`config.mk`:
```
export PLATFORM = sky130hd
export DESIGN_NAME = rsoca_top
export DESIGN_NICKNAME = d
export VERILOG_FILES = /design/src/core/rsoca_pkg.sv /design/src/core/rsoca_fifo.sv /design/src/core/rsoca_top.sv
export SDC_FILE = /design/constraint.sdc
export NUM_CORES = 1
export LEC_CHECK = 0
export BUFFER_PORTS_ARGS = -buffer_cell sky130_fd_sc_hd__buf_2
export CELL_PAD_IN_SITES_DETAIL_PLACEMENT = 2
export CELL_PAD_IN_SITES_GLOBAL_PLACEMENT = 2
export CORE_MARGIN = 2
export CORE_UTILIZATION = 42
export CTS_CLUSTER_DIAMETER = 30
export DETAILED_ROUTE_END_ITERATION = 16
export GPL_TIMING_DRIVEN = 1
export PLACE_DENSITY_LB_ADDON = 0.1
export SYNTH_ARGS = -nofsm -noshare
export SYNTH_HDL_FRONTEND = slang
export SYNTH_SLANG_ARGS = --single-unit
```
`constraint.sdc`:
```
create_clock -name clk -period 8.3 [get_ports clk]
set_input_delay 0.415 -clock clk [delete_from_list [all_inputs] [get_ports clk]]
set_output_delay 0.415 -clock clk [all_outputs]
set_load 0.03 [all_outputs]
```
`src/core/rsoca_pkg.sv`:
```
/*
  Constants and shared types for the regenerator-section overhead channel adapter.
  Assumes one 40 MHz system clock, with every input sampled on it as a strobe or a level.
*/
package rsoca_pkg;

  // ****************************************
  // frame geometry
  // ****************************************
  localparam logic [11:0] RSOCA_FRAME_BYTES = 12'd2430;
  localparam logic [11:0] RSOCA_LAST_IDX = 12'd2429;
  localparam logic [11:0] RSOCA_IDX_E1 = 12'd273;
  localparam logic [11:0] RSOCA_IDX_F1 = 12'd276;
  localparam logic [11:0] RSOCA_IDX_D1 = 12'd540;
  localparam logic [11:0] RSOCA_IDX_D2 = 12'd543;
  localparam logic [11:0] RSOCA_IDX_D3 = 12'd546;
  localparam logic [11:0] RSOCA_IDX_USER_REQ = 12'h000;

  // ****************************************
  // timing
  // ****************************************
  localparam int RSOCA_CLK_HZ = 40000000;
  localparam int RSOCA_OW_RATE_HZ = 64000;
  localparam int RSOCA_OW_DIV_INT = RSOCA_CLK_HZ / RSOCA_OW_RATE_HZ;
  localparam logic [9:0] RSOCA_OW_DIV_LAST = 10'(RSOCA_OW_DIV_INT - 1);
  localparam int RSOCA_WANDER_NS = 18000;
  localparam int RSOCA_OCTET_NS = 8 * (1000000000 / RSOCA_OW_RATE_HZ);

  // ****************************************
  // slip store
  // ****************************************
  // one octet covers 125 us, far above the wander figure; depth 8 leaves margin
  localparam int RSOCA_SLIP_DEPTH = 8;
  localparam int RSOCA_SLIP_WIDTH = 8;
  localparam logic [3:0] RSOCA_SLIP_LOW = 4'h0;
  localparam logic [3:0] RSOCA_SLIP_HIGH = 4'h7;

  // ****************************************
  // values
  // ****************************************
  localparam logic [7:0] RSOCA_ALL_ONES = 8'hFF;
  localparam logic [7:0] RSOCA_BYTE_RST = 8'h00;
  localparam logic [2:0] RSOCA_LAST_BIT = 3'h7;
  localparam logic [3:0] RSOCA_OCTET_BITS = 4'h8;

  typedef enum logic {RSOCA_SEL_E1, RSOCA_SEL_F1} rsoca_sel_t;

endpackage

```
`src/core/rsoca_fifo.sv`:
```
/*
  Parameterised first-word-fall-through FIFO with valid/ready on both sides.
  Assumes a single clock and an already synchronised reset.
*/
`timescale 1ns/1ps
module rsoca_fifo
  import rsoca_pkg::*;
#(
  parameter int WIDTH = 8,
  parameter int DEPTH = 8
) (
  input wire logic clk,
  input wire logic rst_n,
  input wire logic [WIDTH-1:0] in_data,
  input wire logic in_valid,
  output logic in_ready,
  output logic [WIDTH-1:0] out_data,
  output logic out_valid,
  input wire logic out_ready,
  output logic [$clog2(DEPTH):0] level
);

  localparam int AW = $clog2(DEPTH);

  typedef struct packed {
    logic [DEPTH-1:0][WIDTH-1:0] mem;
    logic [AW-1:0] wr;
    logic [AW-1:0] rd;
    logic [AW:0] cnt;
  } rsoca_fifo_st_t;

  rsoca_fifo_st_t st_q;
  rsoca_fifo_st_t st_d;
  logic push;
  logic pop;

  assign in_ready = (st_q.cnt != (AW+1)'(DEPTH));
  assign out_valid = (st_q.cnt != '0);
  assign out_data = st_q.mem[st_q.rd];
  assign level = st_q.cnt;
  assign push = in_valid && in_ready;
  assign pop = out_valid && out_ready;

  // pointer and count update; full blocks writes, empty blocks reads
  always_comb begin
    st_d = st_q;
    if (push) begin
      st_d.mem[st_q.wr] = in_data;
      st_d.wr = (st_q.wr == AW'(DEPTH-1)) ? '0 : st_q.wr + AW'(1);
    end
    if (pop) begin
      st_d.rd = (st_q.rd == AW'(DEPTH-1)) ? '0 : st_q.rd + AW'(1);
    end
    st_d.cnt = st_q.cnt + (AW+1)'(push) - (AW+1)'(pop);
  end

  always_ff @(posedge clk or negedge rst_n) begin
    if (!rst_n) begin
      st_q <= '0;
    end else begin
      st_q <= st_d;
    end
  end

endmodule

```
`src/core/rsoca_top.sv`:
```
/*
  Regenerator-section overhead channel adapter: comm channel sink, orderwire
  source and sink on E1 or F1, user channel sink on F1, and user channel source on F1 while the orderwire source is on E1.
  Assumes all inputs are synchronous to clk; byte clocks arrive as one-cycle
  strobes, and the frame-start strobe marks byte 0 of a frame.
*/
`timescale 1ns/1ps
module rsoca_top
  import rsoca_pkg::*;
(
  input wire logic clk,
  input wire logic rst_n,
  input wire logic [7:0] section_overhead_data_in,
  input wire logic section_byte_clock,
  input wire logic section_frame_start,
  input wire logic section_trail_fail_in,
  input wire logic line_timing_clock,
  input wire logic line_timing_frame_start,
  output logic [7:0] section_overhead_data_out,
  output logic section_overhead_insert,
  output logic [7:0] comm_channel_data,
  output logic comm_channel_clock,
  output logic comm_channel_server_fail,
  input wire rsoca_sel_t ow_src_sel,
  input wire rsoca_sel_t ow_sink_sel,
  input wire logic orderwire_src_data,
  input wire logic orderwire_src_clock,
  input wire logic orderwire_src_octet_start,
  output logic orderwire_src_ready,
  output logic orderwire_data,
  output logic orderwire_clock,
  output logic orderwire_octet_start,
  output logic orderwire_server_fail,
  output logic user_src_clock,
  input wire logic [7:0] user_src_data,
  output logic [7:0] user_channel_data,
  output logic user_channel_clock,
  output logic user_channel_server_fail
);

  // ****************************************
  // state
  // ****************************************
  typedef struct packed {
    logic [11:0] scnt;
    logic [11:0] lcnt;
    logic [7:0] sec_out;
    logic sec_ins;
    logic [7:0] dcc_data;
    logic dcc_clk;
    logic dcc_fail;
    logic [7:0] in_sh;
    logic [3:0] in_n;
    logic [7:0] push_data;
    logic push;
    logic [7:0] last;
    logic drop;
    logic src_rdy;
    logic [7:0] store;
    logic [9:0] div;
    logic [2:0] bitn;
    logic [7:0] sh;
    logic ow_d;
    logic ow_clk;
    logic ow_os;
    logic ow_fail;
    logic user_req;
    logic user_cap;
    logic [7:0] user_byte;
    logic [7:0] usr_data;
    logic usr_clk;
    logic usr_fail;
  } rsoca_top_st_t;

  rsoca_top_st_t st_q;
  rsoca_top_st_t st_d;
  logic [1:0] rst_sync_q;
  logic rst_q;
  logic [11:0] s_idx;
  logic [11:0] l_idx;
  logic [11:0] ow_src_idx;
  logic [11:0] ow_sink_idx;
  logic dcc_hit;
  logic ow_snk_hit;
  logic usr_snk_hit;
  logic ow_src_hit;
  logic usr_src_hit;
  logic [7:0] fifo_out;
  logic fifo_valid;
  logic fifo_in_ready;
  logic fifo_pop;
  logic [3:0] fifo_level;

  // ****************************************
  // reset release
  // ****************************************
  // two stages so that release never lands near an edge of the logic
  always_ff @(posedge clk or negedge rst_n) begin
    if (!rst_n) begin
      rst_sync_q <= 2'h0;
    end else begin
      rst_sync_q <= {rst_sync_q[0], 1'b1};
    end
  end
  assign rst_q = rst_sync_q[1];

  // ****************************************
  // frame position
  // ****************************************
  // index of the byte that is present in this cycle on each side
  assign s_idx = section_frame_start ? 12'h000 :
                 (st_q.scnt == RSOCA_LAST_IDX) ? 12'h000 : st_q.scnt + 12'h001;
  assign l_idx = line_timing_frame_start ? 12'h000 :
                 (st_q.lcnt == RSOCA_LAST_IDX) ? 12'h000 : st_q.lcnt + 12'h001;
  assign ow_src_idx = (ow_src_sel == RSOCA_SEL_F1) ? RSOCA_IDX_F1 : RSOCA_IDX_E1;
  assign ow_sink_idx = (ow_sink_sel == RSOCA_SEL_F1) ? RSOCA_IDX_F1 : RSOCA_IDX_E1;
  assign dcc_hit = section_byte_clock && (s_idx == RSOCA_IDX_D1 || s_idx == RSOCA_IDX_D2 ||
                   s_idx == RSOCA_IDX_D3);
  assign ow_snk_hit = section_byte_clock && (s_idx == ow_sink_idx);
  assign usr_snk_hit = section_byte_clock && (s_idx == RSOCA_IDX_F1);
  assign ow_src_hit = line_timing_clock && (l_idx == ow_src_idx);
  // orderwire wins F1 when it is routed there; the user channel then stays off air
  assign usr_src_hit = line_timing_clock && (l_idx == RSOCA_IDX_F1) &&
                       (ow_src_sel != RSOCA_SEL_F1);
  // a pop at the slot when above the low mark, and the extra pop of a drop
  assign fifo_pop = (ow_src_hit && fifo_level > RSOCA_SLIP_LOW) || st_q.drop;

  // ****************************************
  // slip store
  // ****************************************
  rsoca_fifo #(
    .WIDTH(RSOCA_SLIP_WIDTH),
    .DEPTH(RSOCA_SLIP_DEPTH)
  ) u_slip (
    .clk(clk),
    .rst_n(rst_q),
    .in_data(st_q.push_data),
    .in_valid(st_q.push),
    .in_ready(fifo_in_ready),
    .out_data(fifo_out),
    .out_valid(fifo_valid),
    .out_ready(fifo_pop),
    .level(fifo_level)
  );

  // ****************************************
  // next state
  // ****************************************
  always_comb begin
    st_d = st_q;
    if (section_byte_clock) begin
      st_d.scnt = s_idx;
    end
    if (line_timing_clock) begin
      st_d.lcnt = l_idx;
    end
    // comm channel sink: byte-wide delivery with a one-cycle clock pulse
    st_d.dcc_clk = dcc_hit;
    if (dcc_hit) begin
      st_d.dcc_data = section_overhead_data_in;
    end
    st_d.dcc_fail = section_trail_fail_in;
    // orderwire source: assemble octets msb first on the channel clock
    st_d.push = 1'b0;
    st_d.src_rdy = fifo_in_ready;
    if (orderwire_src_clock) begin
      if (orderwire_src_octet_start) begin
        st_d.in_sh = {7'h00, orderwire_src_data};
        st_d.in_n = 4'h1;
      end else begin
        st_d.in_sh = {st_q.in_sh[6:0], orderwire_src_data};
        st_d.in_n = st_q.in_n + 4'h1;
      end
      if (st_d.in_n == RSOCA_OCTET_BITS) begin
        st_d.push = 1'b1;
        st_d.push_data = st_d.in_sh;
        st_d.in_n = 4'h0;
      end
    end
    // overhead insertion toward the section, one octet per frame per channel
    st_d.sec_ins = ow_src_hit || usr_src_hit;
    st_d.sec_out = RSOCA_BYTE_RST;
    st_d.drop = 1'b0;
    if (ow_src_hit) begin
      if (fifo_level <= RSOCA_SLIP_LOW) begin
        // store ran dry: the read is cancelled and the held octet goes again
        st_d.sec_out = st_q.last;
      end else begin
        st_d.sec_out = fifo_out;
        st_d.last = fifo_out;
        st_d.drop = (fifo_level >= RSOCA_SLIP_HIGH);
      end
    end else if (usr_src_hit) begin
      st_d.sec_out = st_q.user_byte;
    end
    // user source asks its client for an octet once per frame
    st_d.user_req = line_timing_clock && (l_idx == RSOCA_IDX_USER_REQ);
    st_d.user_cap = st_q.user_req;
    if (st_q.user_cap) begin
      st_d.user_byte = user_src_data;
    end
    // orderwire sink: latch the selected byte, smooth it out at 64 kbit/s
    if (ow_snk_hit) begin
      st_d.store = section_overhead_data_in;
    end
    st_d.ow_fail = section_trail_fail_in;
    st_d.ow_clk = 1'b0;
    st_d.ow_os = 1'b0;
    if (st_q.div == RSOCA_OW_DIV_LAST) begin
      st_d.div = 10'h000;
      st_d.ow_clk = 1'b1;
      st_d.ow_os = (st_q.bitn == 3'h0);
      if (st_q.bitn == 3'h0) begin
        st_d.sh = {st_q.store[6:0], 1'b0};
        st_d.ow_d = section_trail_fail_in | st_q.store[7];
      end else begin
        st_d.sh = {st_q.sh[6:0], 1'b0};
        st_d.ow_d = section_trail_fail_in | st_q.sh[7];
      end
      st_d.bitn = (st_q.bitn == RSOCA_LAST_BIT) ? 3'h0 : st_q.bitn + 3'h1;
    end else begin
      st_d.div = st_q.div + 10'h001;
    end
    // user channel sink
    st_d.usr_clk = usr_snk_hit;
    if (usr_snk_hit) begin
      st_d.usr_data = section_trail_fail_in ? RSOCA_ALL_ONES :
                      section_overhead_data_in;
    end
    st_d.usr_fail = section_trail_fail_in;
  end

  always_ff @(posedge clk or negedge rst_q) begin
    if (!rst_q) begin
      st_q <= '0;
    end else begin
      st_q <= st_d;
    end
  end

  // ****************************************
  // outputs
  // ****************************************
  assign section_overhead_data_out = st_q.sec_out;
  assign section_overhead_insert = st_q.sec_ins;
  assign comm_channel_data = st_q.dcc_data;
  assign comm_channel_clock = st_q.dcc_clk;
  assign comm_channel_server_fail = st_q.dcc_fail;
  assign orderwire_src_ready = st_q.src_rdy;
  assign orderwire_data = st_q.ow_d;
  assign orderwire_clock = st_q.ow_clk;
  assign orderwire_octet_start = st_q.ow_os;
  assign orderwire_server_fail = st_q.ow_fail;
  assign user_src_clock = st_q.user_req;
  assign user_channel_data = st_q.usr_data;
  assign user_channel_clock = st_q.usr_clk;
  assign user_channel_server_fail = st_q.usr_fail;
endmodule

```
; Yosys cells after proc, flatten, opt, wreduce, memory -nomap -nowiden
; Cells that the tools add are included.
[totals]
ff_bits = 200
in_bits = 28
output_inout_bits = 35
[op_classes]
add_sub_neg = 9
magnitude_cmp = 6
eq_ne = 15
muxes = 27
bitwise = 4
reduce_logical = 20
[ops]
columns = cell, count
row1 = two-way mux 12 bit, 6
row2 = bitwise mux 64 bit, 1
row3 = two-way mux 8 bit, 6
row4 = == test 12 x 10 -> 1 bit (second input constant), 3
row5 = adder 12 x 1 -> 12 bit (second input constant), 2
row6 = binary-select mux 8 bit (select 3 bit), 1
row7 = demux 8 bit (select 3 bit), 1
row8 = == test 12 bit (second input constant), 2
row9 = == test 12 x 9 -> 1 bit, 2
row10 = == test 12 x 9 -> 1 bit (second input constant), 2
row11 = two-way mux 3 bit, 5
row12 = two-way mux 13 bit, 1
row13 = zero test 12 bit, 1
row14 = logical AND 1 bit, 11
row15 = adder 10 x 1 -> 10 bit (second input constant), 1
row16 = == test 10 bit (second input constant), 1
row17 = two-way mux 10 bit, 1
row18 = adder 3 x 1 -> 3 bit (second input constant), 3
row19 = == test 3 bit (second input constant), 3
row20 = two-way mux 9 bit, 1
row21 = < comparator 3 x 4 -> 1 bit (second input constant), 2
row22 = adder 4 x 1 -> 4 bit, 1
row23 = adder 4 x 1 -> 4 bit (second input constant), 1
row24 = == test 4 bit (second input constant), 1
row25 = other kinds (14), 22

; Depth between registers and ports, before layout
; Gate-level depths: netlist (run 1).
[depth]
ltp_word = 9
mapped_depth = 15

; Cells and area by module
; Synthesis (run 1) repeated with hierarchy kept, for this count alone.
[hier_totals]
cells_unflattened = 825
area_unflattened_um2 = 9965.8
[modules_own_cells]
columns = module, n_inst, cells_per_inst, area_per_inst_um2, seq_area_each_um2
row1 = rsoca_top, 1, 601, 6347.3, 3128.0
row2 = rsoca_fifo, 1, 224, 3618.5, 1851.8

; Worst setup path after synthesis (run 1)
; Ideal clock, no wire load.
[synth_timing]
path_kind = reg-to-reg
start = register st_q[103] in the netlist's numbering
end = register u_slip.st_q, in the netlist u_slip.level[3]
t_arrival_ns = 2.957
slack_ns = 5.263
path_stages_with_launch = 15
cell_sequence = dfrtp_1 ha_1 clkbuf_1 or3_1 a21oi_1 mux2i_1 a2111oi_2 o21ai_1 inv_1 ha_1 inv_1 ha_1 a21o_1 a21oi_1 xor2_1
[synth_lines]
columns = item, line_no
row1 = "start, declared", rsoca_top.sv:75  ; rsoca_top_st_t st_q;
row2 = "start signal, assigned", rsoca_top.sv:237  ; st_q <= st_d;
row3 = "end signal, assigned", rsoca_fifo.sv:61  ; st_q <= st_d;
row4 = "end, declared", rsoca_fifo.sv:32  ; rsoca_fifo_st_t st_q;

==> out/qor.csv, run 1 <==
stage,metric,value,unit
synthesis,cells after synthesis,837,
timing,worst setup margin,4.56,ns
timing,clk_skew,0.0192,ns
routing,DRT antenna net count,0,
synthesis,Syn Area/Cell,11.7,um^2
placed_design,Placed Cells incl. Taps,1152,
setup_path,critical path arrival,4.11,ns
clocking,Num CTS Buffers,17,
timing,Final Critical Period,3.74,ns
timing,unrepaired setup endpoints after global routing,no,
floorplan,Die X,157,um
floorplan,floorplan row count,55,
timing,Final Cycle Share,45.0,%
finish,Fillers,2255,
synthesis,Async SR Flop Fraction,100,%
synthesis,post-synth top area share,50.7,%
pwr,Worst VDD drop,107,uV
routing,total number of vias,6511,
routing,Via density,5.49,
routing,WL final,25.1,mm
placed_design,Final GP Congestion,0.820,
clocking,cts hold-fix bufs,1,
setup_path,critical path launch point,st_q[103]$_DFFE_PN0P_,
clocking,CTS tree,built,
finish,number of diodes,0,
synthesis,Post-synth EDFFs,0,
finish,Area Growth Syn to Fin,10.1,%
timing,Slew @ Worst Pin,1.13,ns
clocking,clk sink count,199,
clocking,"Reg clk slew, reported paths",0.08,ns
setup_path,crit-path max FO,13,
timing,fmax,267,MHz
setup_path,crit start category,flip-flop,
clocking,clk buf depth,2,
synthesis,dominant synthesized flop cell,dfrtp_1,
placed_design,DP Worst Slack,4.60,ns
timing,Setup TNS Final,0,ns
clocking,post-CTS setup buffer count,0,
setup_path,Worst path max stage delay,0.51,ns
setup_path,origin of the critical flop-to-flop path,st_q[103]$_DFFE_PN0P_,
worst_hold_path,hold wc startpoint,user_src_data[2],
setup_path,CP Class,flip-flop to flip-flop,
setup_path,"Cell Chain, Critical Path","ha_1, nand3_1, or3_1, a211o_1, a2111oi_2, o21ai_1, inv_1, ha_1, inv_1, ha_1, a21o_1, a21oi_1, xor2_1",
floorplan,Die Area,24600,um^2
synthesis,Post-Syn Area,9820,um^2
status,status,completed,
clocking,worst-skew pair later-pin latency,0.44,ns
global_route,global-route wire length before repair,41.5,mm
global_route,Total GRT Usage,22.0,%
placed_design,area of placed instances,10200,um^2
global_route,vias in the first global route,7429,
floorplan,Initial Utilization,43.1,%
synthesis,sequential fraction of the synthesis area,50.7,%
synthesis,library cells used by synthesis,67,
pwr,power density cells,196,nW/um^2
timing,count of final setup violators,0,
finish,final instance area,10800,um^2
global_route,initial antenna violation count,0,
setup_path,CP endpoint kind,flip-flop,
setup_path,cell mode on critical path,ha_1,
global_route,GR Overflow Total,0,
finish,storage element area,4980,um^2
timing,Pins Over Slew Limit,0,
pwr,LEAKAGE,0.00516,uW
finish,Nets,909,
floorplan,Core ar.,22800,um^2
routing,drt wl/cell,21.2,um
routing,1st-iter DRT viols,247,
clocking,cts repair resizes,0,
global_route,largest net degree at the start of global routing,91,
setup_path,Slowest cell on crit path,dfrtp_1,
timing,Max-slew headroom,24.7,%
worst_hold_path,Min-Delay Path Class,input port to flip-flop,
routing,# DRC,0,
flow_run,maxcap violations,0,
synthesis,dominant cell type by area after synthesis,dfrtp_1,
floorplan,# IOs,63,
synthesis,syn nets,887,
finish,Finished Layout Cells,1185,
finish,share of layout cells above drive strength 1,27.4,%
routing,DR pass1 iterations,4,
timing,"Hold Vio Cnt, Final",0,
setup_path,Worst EP required,8.67,ns
synthesis,synth warn,0,
clocking,root buffer cell,clkbuf_16,
placed_design,PortBufs,62,
finish,Post-Route Utilization,47.5,%
finish,Multi-input gate area,4310,um^2
floorplan,die height,157,um
synthesis,Yosys reg bits,199,
clocking,CTS H-Tree Depth,4,
synthesis,synth top area cells,"dfrtp_1 (51%), mux2_2 (13%), mux2i_1 (3.9%), mux4_2 (3.7%), ha_1 (2.7%)",
placed_design,post-DP HPWL,17.5,mm
## report_power, final
part	total (uW)	internal, uW	leakage, uW	switching, uW
clock	844	438	0.000288	406
combinational	202	85.1	0.00229	117
sequential	1070	1010	0.00258	60.1
## worst max-delay path, delay by kind of cell (launching register included)
kind / cells / cell delay [ns]
AND/OR/NAND/NOR: 2 / 0.60
adder cells (fa/ha/maj): 3 / 0.96
XOR/XNOR: 1 / 0.16
buffers and inverters: 2 / 0.20
AO/OA/AOI/OAI: 5 / 1.24
flip-flops: 1 / 0.51
## metrics by stage
step                      hold slack, ns  power, uW
final                              0.217       2120
after global routing               0.209       2210
after CTS                          0.191       2150
after detailed placement           0.202       1290
after global placement             0.200       1270
after floorplan                    0.119       1220
## worst paths after layout
kind / end / cells past startpoint / slack, ns
max: u_slip.level[3]$_DFF_PN0_ / 13 / 4.56
min: st_q[12]$_DFFE_PN0P_ / 2 / 0.22
max reg2reg: u_slip.level[3]$_DFF_PN0_ / 13 / 4.56
min reg2reg: u_slip.st_q[64]$_DFFE_PN0P_ / 0 / 0.35
max in group asynchronous: u_slip.st_q[13]$_DFFE_PN0P_ / 1 / 6.38
min in group asynchronous: rst_sync_q[1]$_DFF_PN0_ / 2 / 0.28
## cells in the final DEF (no fill, tap or decap), drive strengths merged, types with 16 or more instances in the layout
| cell type | n |
|---|---|
| dfrtp | 199 |
| mux2 | 109 |
| buf | 69 |
| nor2 | 54 |
| nand2 | 52 |
| inv | 48 |
| mux2i | 38 |
| o21ai | 37 |
| a21oi | 21 |
| ha | 21 |
| nand3 | 20 |
| clkbuf | 19 |
| mux4 | 16 |
## cell type report
type | instances | area share (%)
clock buffer | 19 | 4.10
clock inverter | 13 | 1.42
multi-input combinational | 530 | 39.9
inverter | 41 | 1.42
tap | 313 | 3.62
sequential | 199 | 46.1
timing repair buffer | 70 | 3.45
## cell usage after synthesis (4+ instances only)
| cell | count |
|---|---|
| dfrtp_1 | 199 |
| mux2_2 | 109 |
| nor2_1 | 54 |
| nand2_1 | 52 |
| inv_1 | 40 |
| mux2i_1 | 38 |
| o21ai_0 | 36 |
| buf_4 | 26 |
| clkbuf_1 | 25 |
| a21oi_1 | 21 |
| ha_1 | 21 |
| nand3_1 | 20 |
| mux4_2 | 16 |
| nor2b_1 | 13 |
| nor3_1 | 12 |
| buf_2 | 10 |
| o31ai_1 | 10 |
| xnor2_1 | 10 |
| a22oi_1 | 9 |
| and3_1 | 8 |
| xor2_1 | 8 |
| nand4_1 | 7 |
| or3_1 | 7 |
| nand2b_1 | 5 |
| o22ai_1 | 5 |
| a21o_1 | 4 |
| a31oi_1 | 4 |
| buf_1 | 4 |
| nand3b_1 | 4 |
| nand4b_1 | 4 |
## sequential cells by signal, summed over array words and instances, names as in the netlist
register and cells:
user_channel_server_fail 1, u_slip.level 4, section_overhead_insert 1, st_q 90, orderwire_data 1, orderwire_clock 1
section_overhead_data_out 8, comm_channel_clock 1, user_channel_data 8, comm_channel_data 8, user_channel_clock 1, orderwire_octet_start 1
orderwire_src_ready 1, user_src_clock 1, u_slip.st_q 70, rst_sync_q 2
## layer usage
layer / vias up / global-route usage (%) / share of wire (%)
li1: 2979 / - / -
met1: 3440 / 27.9 / 43
met2: 72 / 39.5 / 53
met3: 20 / 3.21 / 2.1
met4: 0 / 5.42 / 1.3
met5: - / 0 / 0
## logic make-up after synthesis
family          count (synthesis)  share of synthesized area, %
simple gates                  214                          11.8
flops                         199                          50.7
mux                           163                          20.0
compound gates                112                          7.49
buf+inv                       108                          5.40
fa+ha+maj                      22                          2.88
xor+xnor                       18                          1.61
other cells                     1                        0.0382
Note: power is estimated with default switching activity, not from simulation.
==> run 2, diff against run 1 <==
--- a/config.mk
+++ b/config.mk
@@ -9,7 +9,7 @@
 export CELL_PAD_IN_SITES_DETAIL_PLACEMENT = 2
 export CELL_PAD_IN_SITES_GLOBAL_PLACEMENT = 2
 export CORE_MARGIN = 2
-export CORE_UTILIZATION = 42
+export CORE_UTILIZATION = 38
 export CTS_CLUSTER_DIAMETER = 30
 export DETAILED_ROUTE_END_ITERATION = 16
 export GPL_TIMING_DRIVEN = 1
==> constraint.sdc (replaced) <==
create_clock -name clk -period 3.41 [get_ports clk]
set_input_delay 0.1705 -clock clk [delete_from_list [all_inputs] [get_ports clk]]
set_output_delay 0.1705 -clock clk [all_outputs]
set_load 0.03 [all_outputs]
==> run 2 against run 1 <==
Net effect:
- core utilization down 3.1 points
- critical path depth up 1
- combinational power rose to 2.7 times the previous value
- worst hold slack worse by 0.18 ns
- global-route usage down 2.5 points
- sequential share of layout area down 1.6 points
- non-clock buffer count up 36
- worst setup slack worse by 4.4 ns
- critical endpoint unchanged
- largest cell class unchanged
==> out/qor.csv, run 2 (synthesis results as in run 1) <==
stage,metric,value,unit,change
status,status,completed,,
setup_path,CP Class,flip-flop to flip-flop,,
setup_path,critical path launch point,st_q[103]$_DFFE_PN0P_,,
timing,Pins Over Slew Limit,0,,unchanged
floorplan,# IOs,63,,unchanged
clocking,post-CTS setup buffer count,0,,unchanged
timing,Final Critical Period,3.24,ns,-0.499 ns
finish,Finished Layout Cells,1238,,+4.5%
timing,fmax,309,MHz,+15%
routing,# DRC,0,,unchanged
timing,count of final setup violators,0,,unchanged
routing,DRT antenna net count,0,,unchanged
setup_path,crit-path max FO,9,,-4
finish,Largest regs,"st_q: 90 flops, u_slip.st_q: 70 flops",,
timing,Final Cycle Share,95.0,%,+50 points
finish,Biggest register,st_q,,
finish,Nets,945,,+4.0%
flow_run,maxcap violations,0,,unchanged
routing,DR pass1 iterations,4,,unchanged
pwr,power density cells,467,nW/um^2,+140%
placed_design,PortBufs,62,,unchanged
routing,total number of vias,6637,,+1.9%
pwr,LEAKAGE,0.00534,uW,+3.4%
finish,max FFs per register,90,,unchanged
setup_path,CP endpoint kind,flip-flop,,
floorplan,Initial Utilization,38.9,%,-4.2 points
worst_hold_path,Min-Delay Path Class,input port to flip-flop,,
timing,worst setup margin,0.171,ns,-4.39 ns
clocking,Num CTS Buffers,17,,unchanged
routing,WL final,25.0,mm,-0.37%
placed_design,Placed Cells incl. Taps,1186,,+3.0%
floorplan,die height,165,um,+5.0%
finish,"commonest non-fill, non-tap cells in the layout","dfrtp_1 (198), mux2_2 (109), buf_2 (62), nor2_1 (54), nand2_1 (52)",,
clocking,worst-skew pair later-pin latency,0.44,ns,about the same
placed_design,post-DP HPWL,17.2,mm,-1.3%
setup_path,reg2reg end,u_slip.level[3]$_DFF_PN0_,,
routing,drt wl/cell,20.2,um,-4.6%
setup_path,Reg2Reg Setup Slack,0.17,ns,-4.39 ns
timing,"Hold Vio Cnt, Final",0,,unchanged
timing,Setup TNS Final,0,ns,unchanged
clocking,CTS H-Tree Depth,4,,unchanged
timing,Slew @ Worst Pin,0.913,ns,-0.217 ns
global_route,GR Overflow Total,0,,unchanged
setup_path,critical path arrival,3.60,ns,-0.51 ns
routing,Via density,5.36,,-2.4%
routing,1st-iter DRT viols,312,,+26%
clocking,clk sink count,199,,unchanged
floorplan,floorplan row count,58,,+5.5%
global_route,initial antenna violation count,0,,unchanged
clocking,CTS tree,built,,
finish,Fillers,2574,,+14%
placed_design,DP Worst Slack,0.109,ns,-4.49 ns
floorplan,Die Area,27100,um^2,+10%
global_route,Total GRT Usage,19.5,%,-2.5 points
finish,"commonest non-fill, non-tap cell in the layout",dfrtp_1,,
global_route,global-route wire length before repair,41.4,mm,-0.40%
timing,Max-slew headroom,39.1,%,+14 points
setup_path,crit start category,flip-flop,,
setup_path,origin of the critical flop-to-flop path,st_q[103]$_DFFE_PN0P_,,
clocking,root buffer cell,clkbuf_16,,
global_route,vias in the first global route,7580,,+2.0%
pwr,Worst VDD drop,290,uV,+170%
placed_design,Final GP Congestion,0.775,,-5.4%
floorplan,Die X,165,um,+5.0%
finish,share of layout cells above drive strength 1,28.3,%,+0.90 points
timing,clk_skew,0.0119,ns,-0.00723 ns
setup_path,Worst EP required,3.77,ns,-4.90 ns
finish,Area Growth Syn to Fin,14.1,%,
setup_path,R2R depth,14,,+1
clocking,"Reg clk slew, reported paths",0.08,ns,about the same
setup_path,Critical Path End,u_slip.level[3]$_DFF_PN0_,,
finish,number of diodes,0,,unchanged
floorplan,Core ar.,25300,um^2,+11%
global_route,largest net degree at the start of global routing,68,,-25%
clocking,clk buf depth,2,,unchanged
==> run 2: changes by cell type in the layout (fill, tap and decap cells not counted), moves of 2 or more <==
cell           change
dlygate4sd3_1     +19
buf_4             +16
clkinv_8           +3
clkinvlp_4         -2
inv_6              +2
==> run 2: layer usage <==
metal  share of wire (%)  vias up  track usage [%]  wire (um)
li1                    -     3055                -          -
met1                  46     3517             25.1      11400
met2                  52       49             34.5      13000
met3                 1.6       16             3.01        394
met4                0.90        0             4.58        225
met5                   0        -                0          0
==> run 2: where the power goes <==
part | leakage (uW) | switching, uW | internal, uW
clock network | 0.000299 | 1070 | 1020
logic | 0.00246 | 306 | 241
registers | 0.00258 | 133 | 2460
total | 0.00534 | 1510 | 3720
==> run 2: critical path, stage by stage (launching register included) <==
cell and delay, ns:
dfrtp_1 0.44, buf_4 0.19, ha_1 0.32, nor3b_1 0.21, mux2i_1 0.14, a211o_1 0.34
a2111oi_4 0.27, o21ai_1 0.12, inv_1 0.09, ha_1 0.13, inv_1 0.07, ha_1 0.29
a21o_1 0.19, a21oi_1 0.19, xor2_1 0.16
==> run 2: how the worst min path moves through the flow <==
stage,slack (ns),from,to,cells past startpoint
floorplan,-0.13,rst_n,rst_sync_q[0]$_DFF_PN0_,0
CTS,0.0001,section_overhead_data_in[4],comm_channel_data[4]$_DFFE_PN0P_,2
detailed placement,-0.04,rst_n,rst_sync_q[0]$_DFF_PN0_,1
finish,0.03,section_overhead_data_in[0],st_q[45]$_DFFE_PN0P_,2
global placement,-0.04,rst_n,rst_sync_q[0]$_DFF_PN0_,1
global route,0.02,section_overhead_data_in[0],st_q[45]$_DFFE_PN0P_,2
==> run 2: stage by stage <==
stage | total power (uW) | cell area, um^2 | util (%) | hold slack, ns
2_1_floorplan | 2970 | 9820 | - | -0.125
3_3_place_gp | 3110 | 10400 | 41.0 | -0.0438
3_5_place_dp | 3170 | 10400 | 41.0 | -0.0429
4_1_cts | 5300 | 11200 | 44.2 | 0.000138
5_1_grt | 5480 | 11200 | 44.3 | 0.0159
6_report | 5230 | 11200 | 44.3 | 0.0318
==> run 2: timing repair <==
item | 4_1_cts | 5_1_grt
hold endpoints to repair | 24 | 2
hold buffers | 18 | 2
endpoints found under the setup margin | 0 | 3
gates resized for setup | 0 | 3
==> run 2: final cells by class <==
cell class	instances	area, um^2	area share, %
clock inverter	14	175	1.56
clock buffer	18	439	3.92
sequential	199	4980	44.5
timing repair buffer	106	703	6.28
inverter	41	154	1.37
multi-input combinational	530	4330	38.7
tap	330	413	3.69
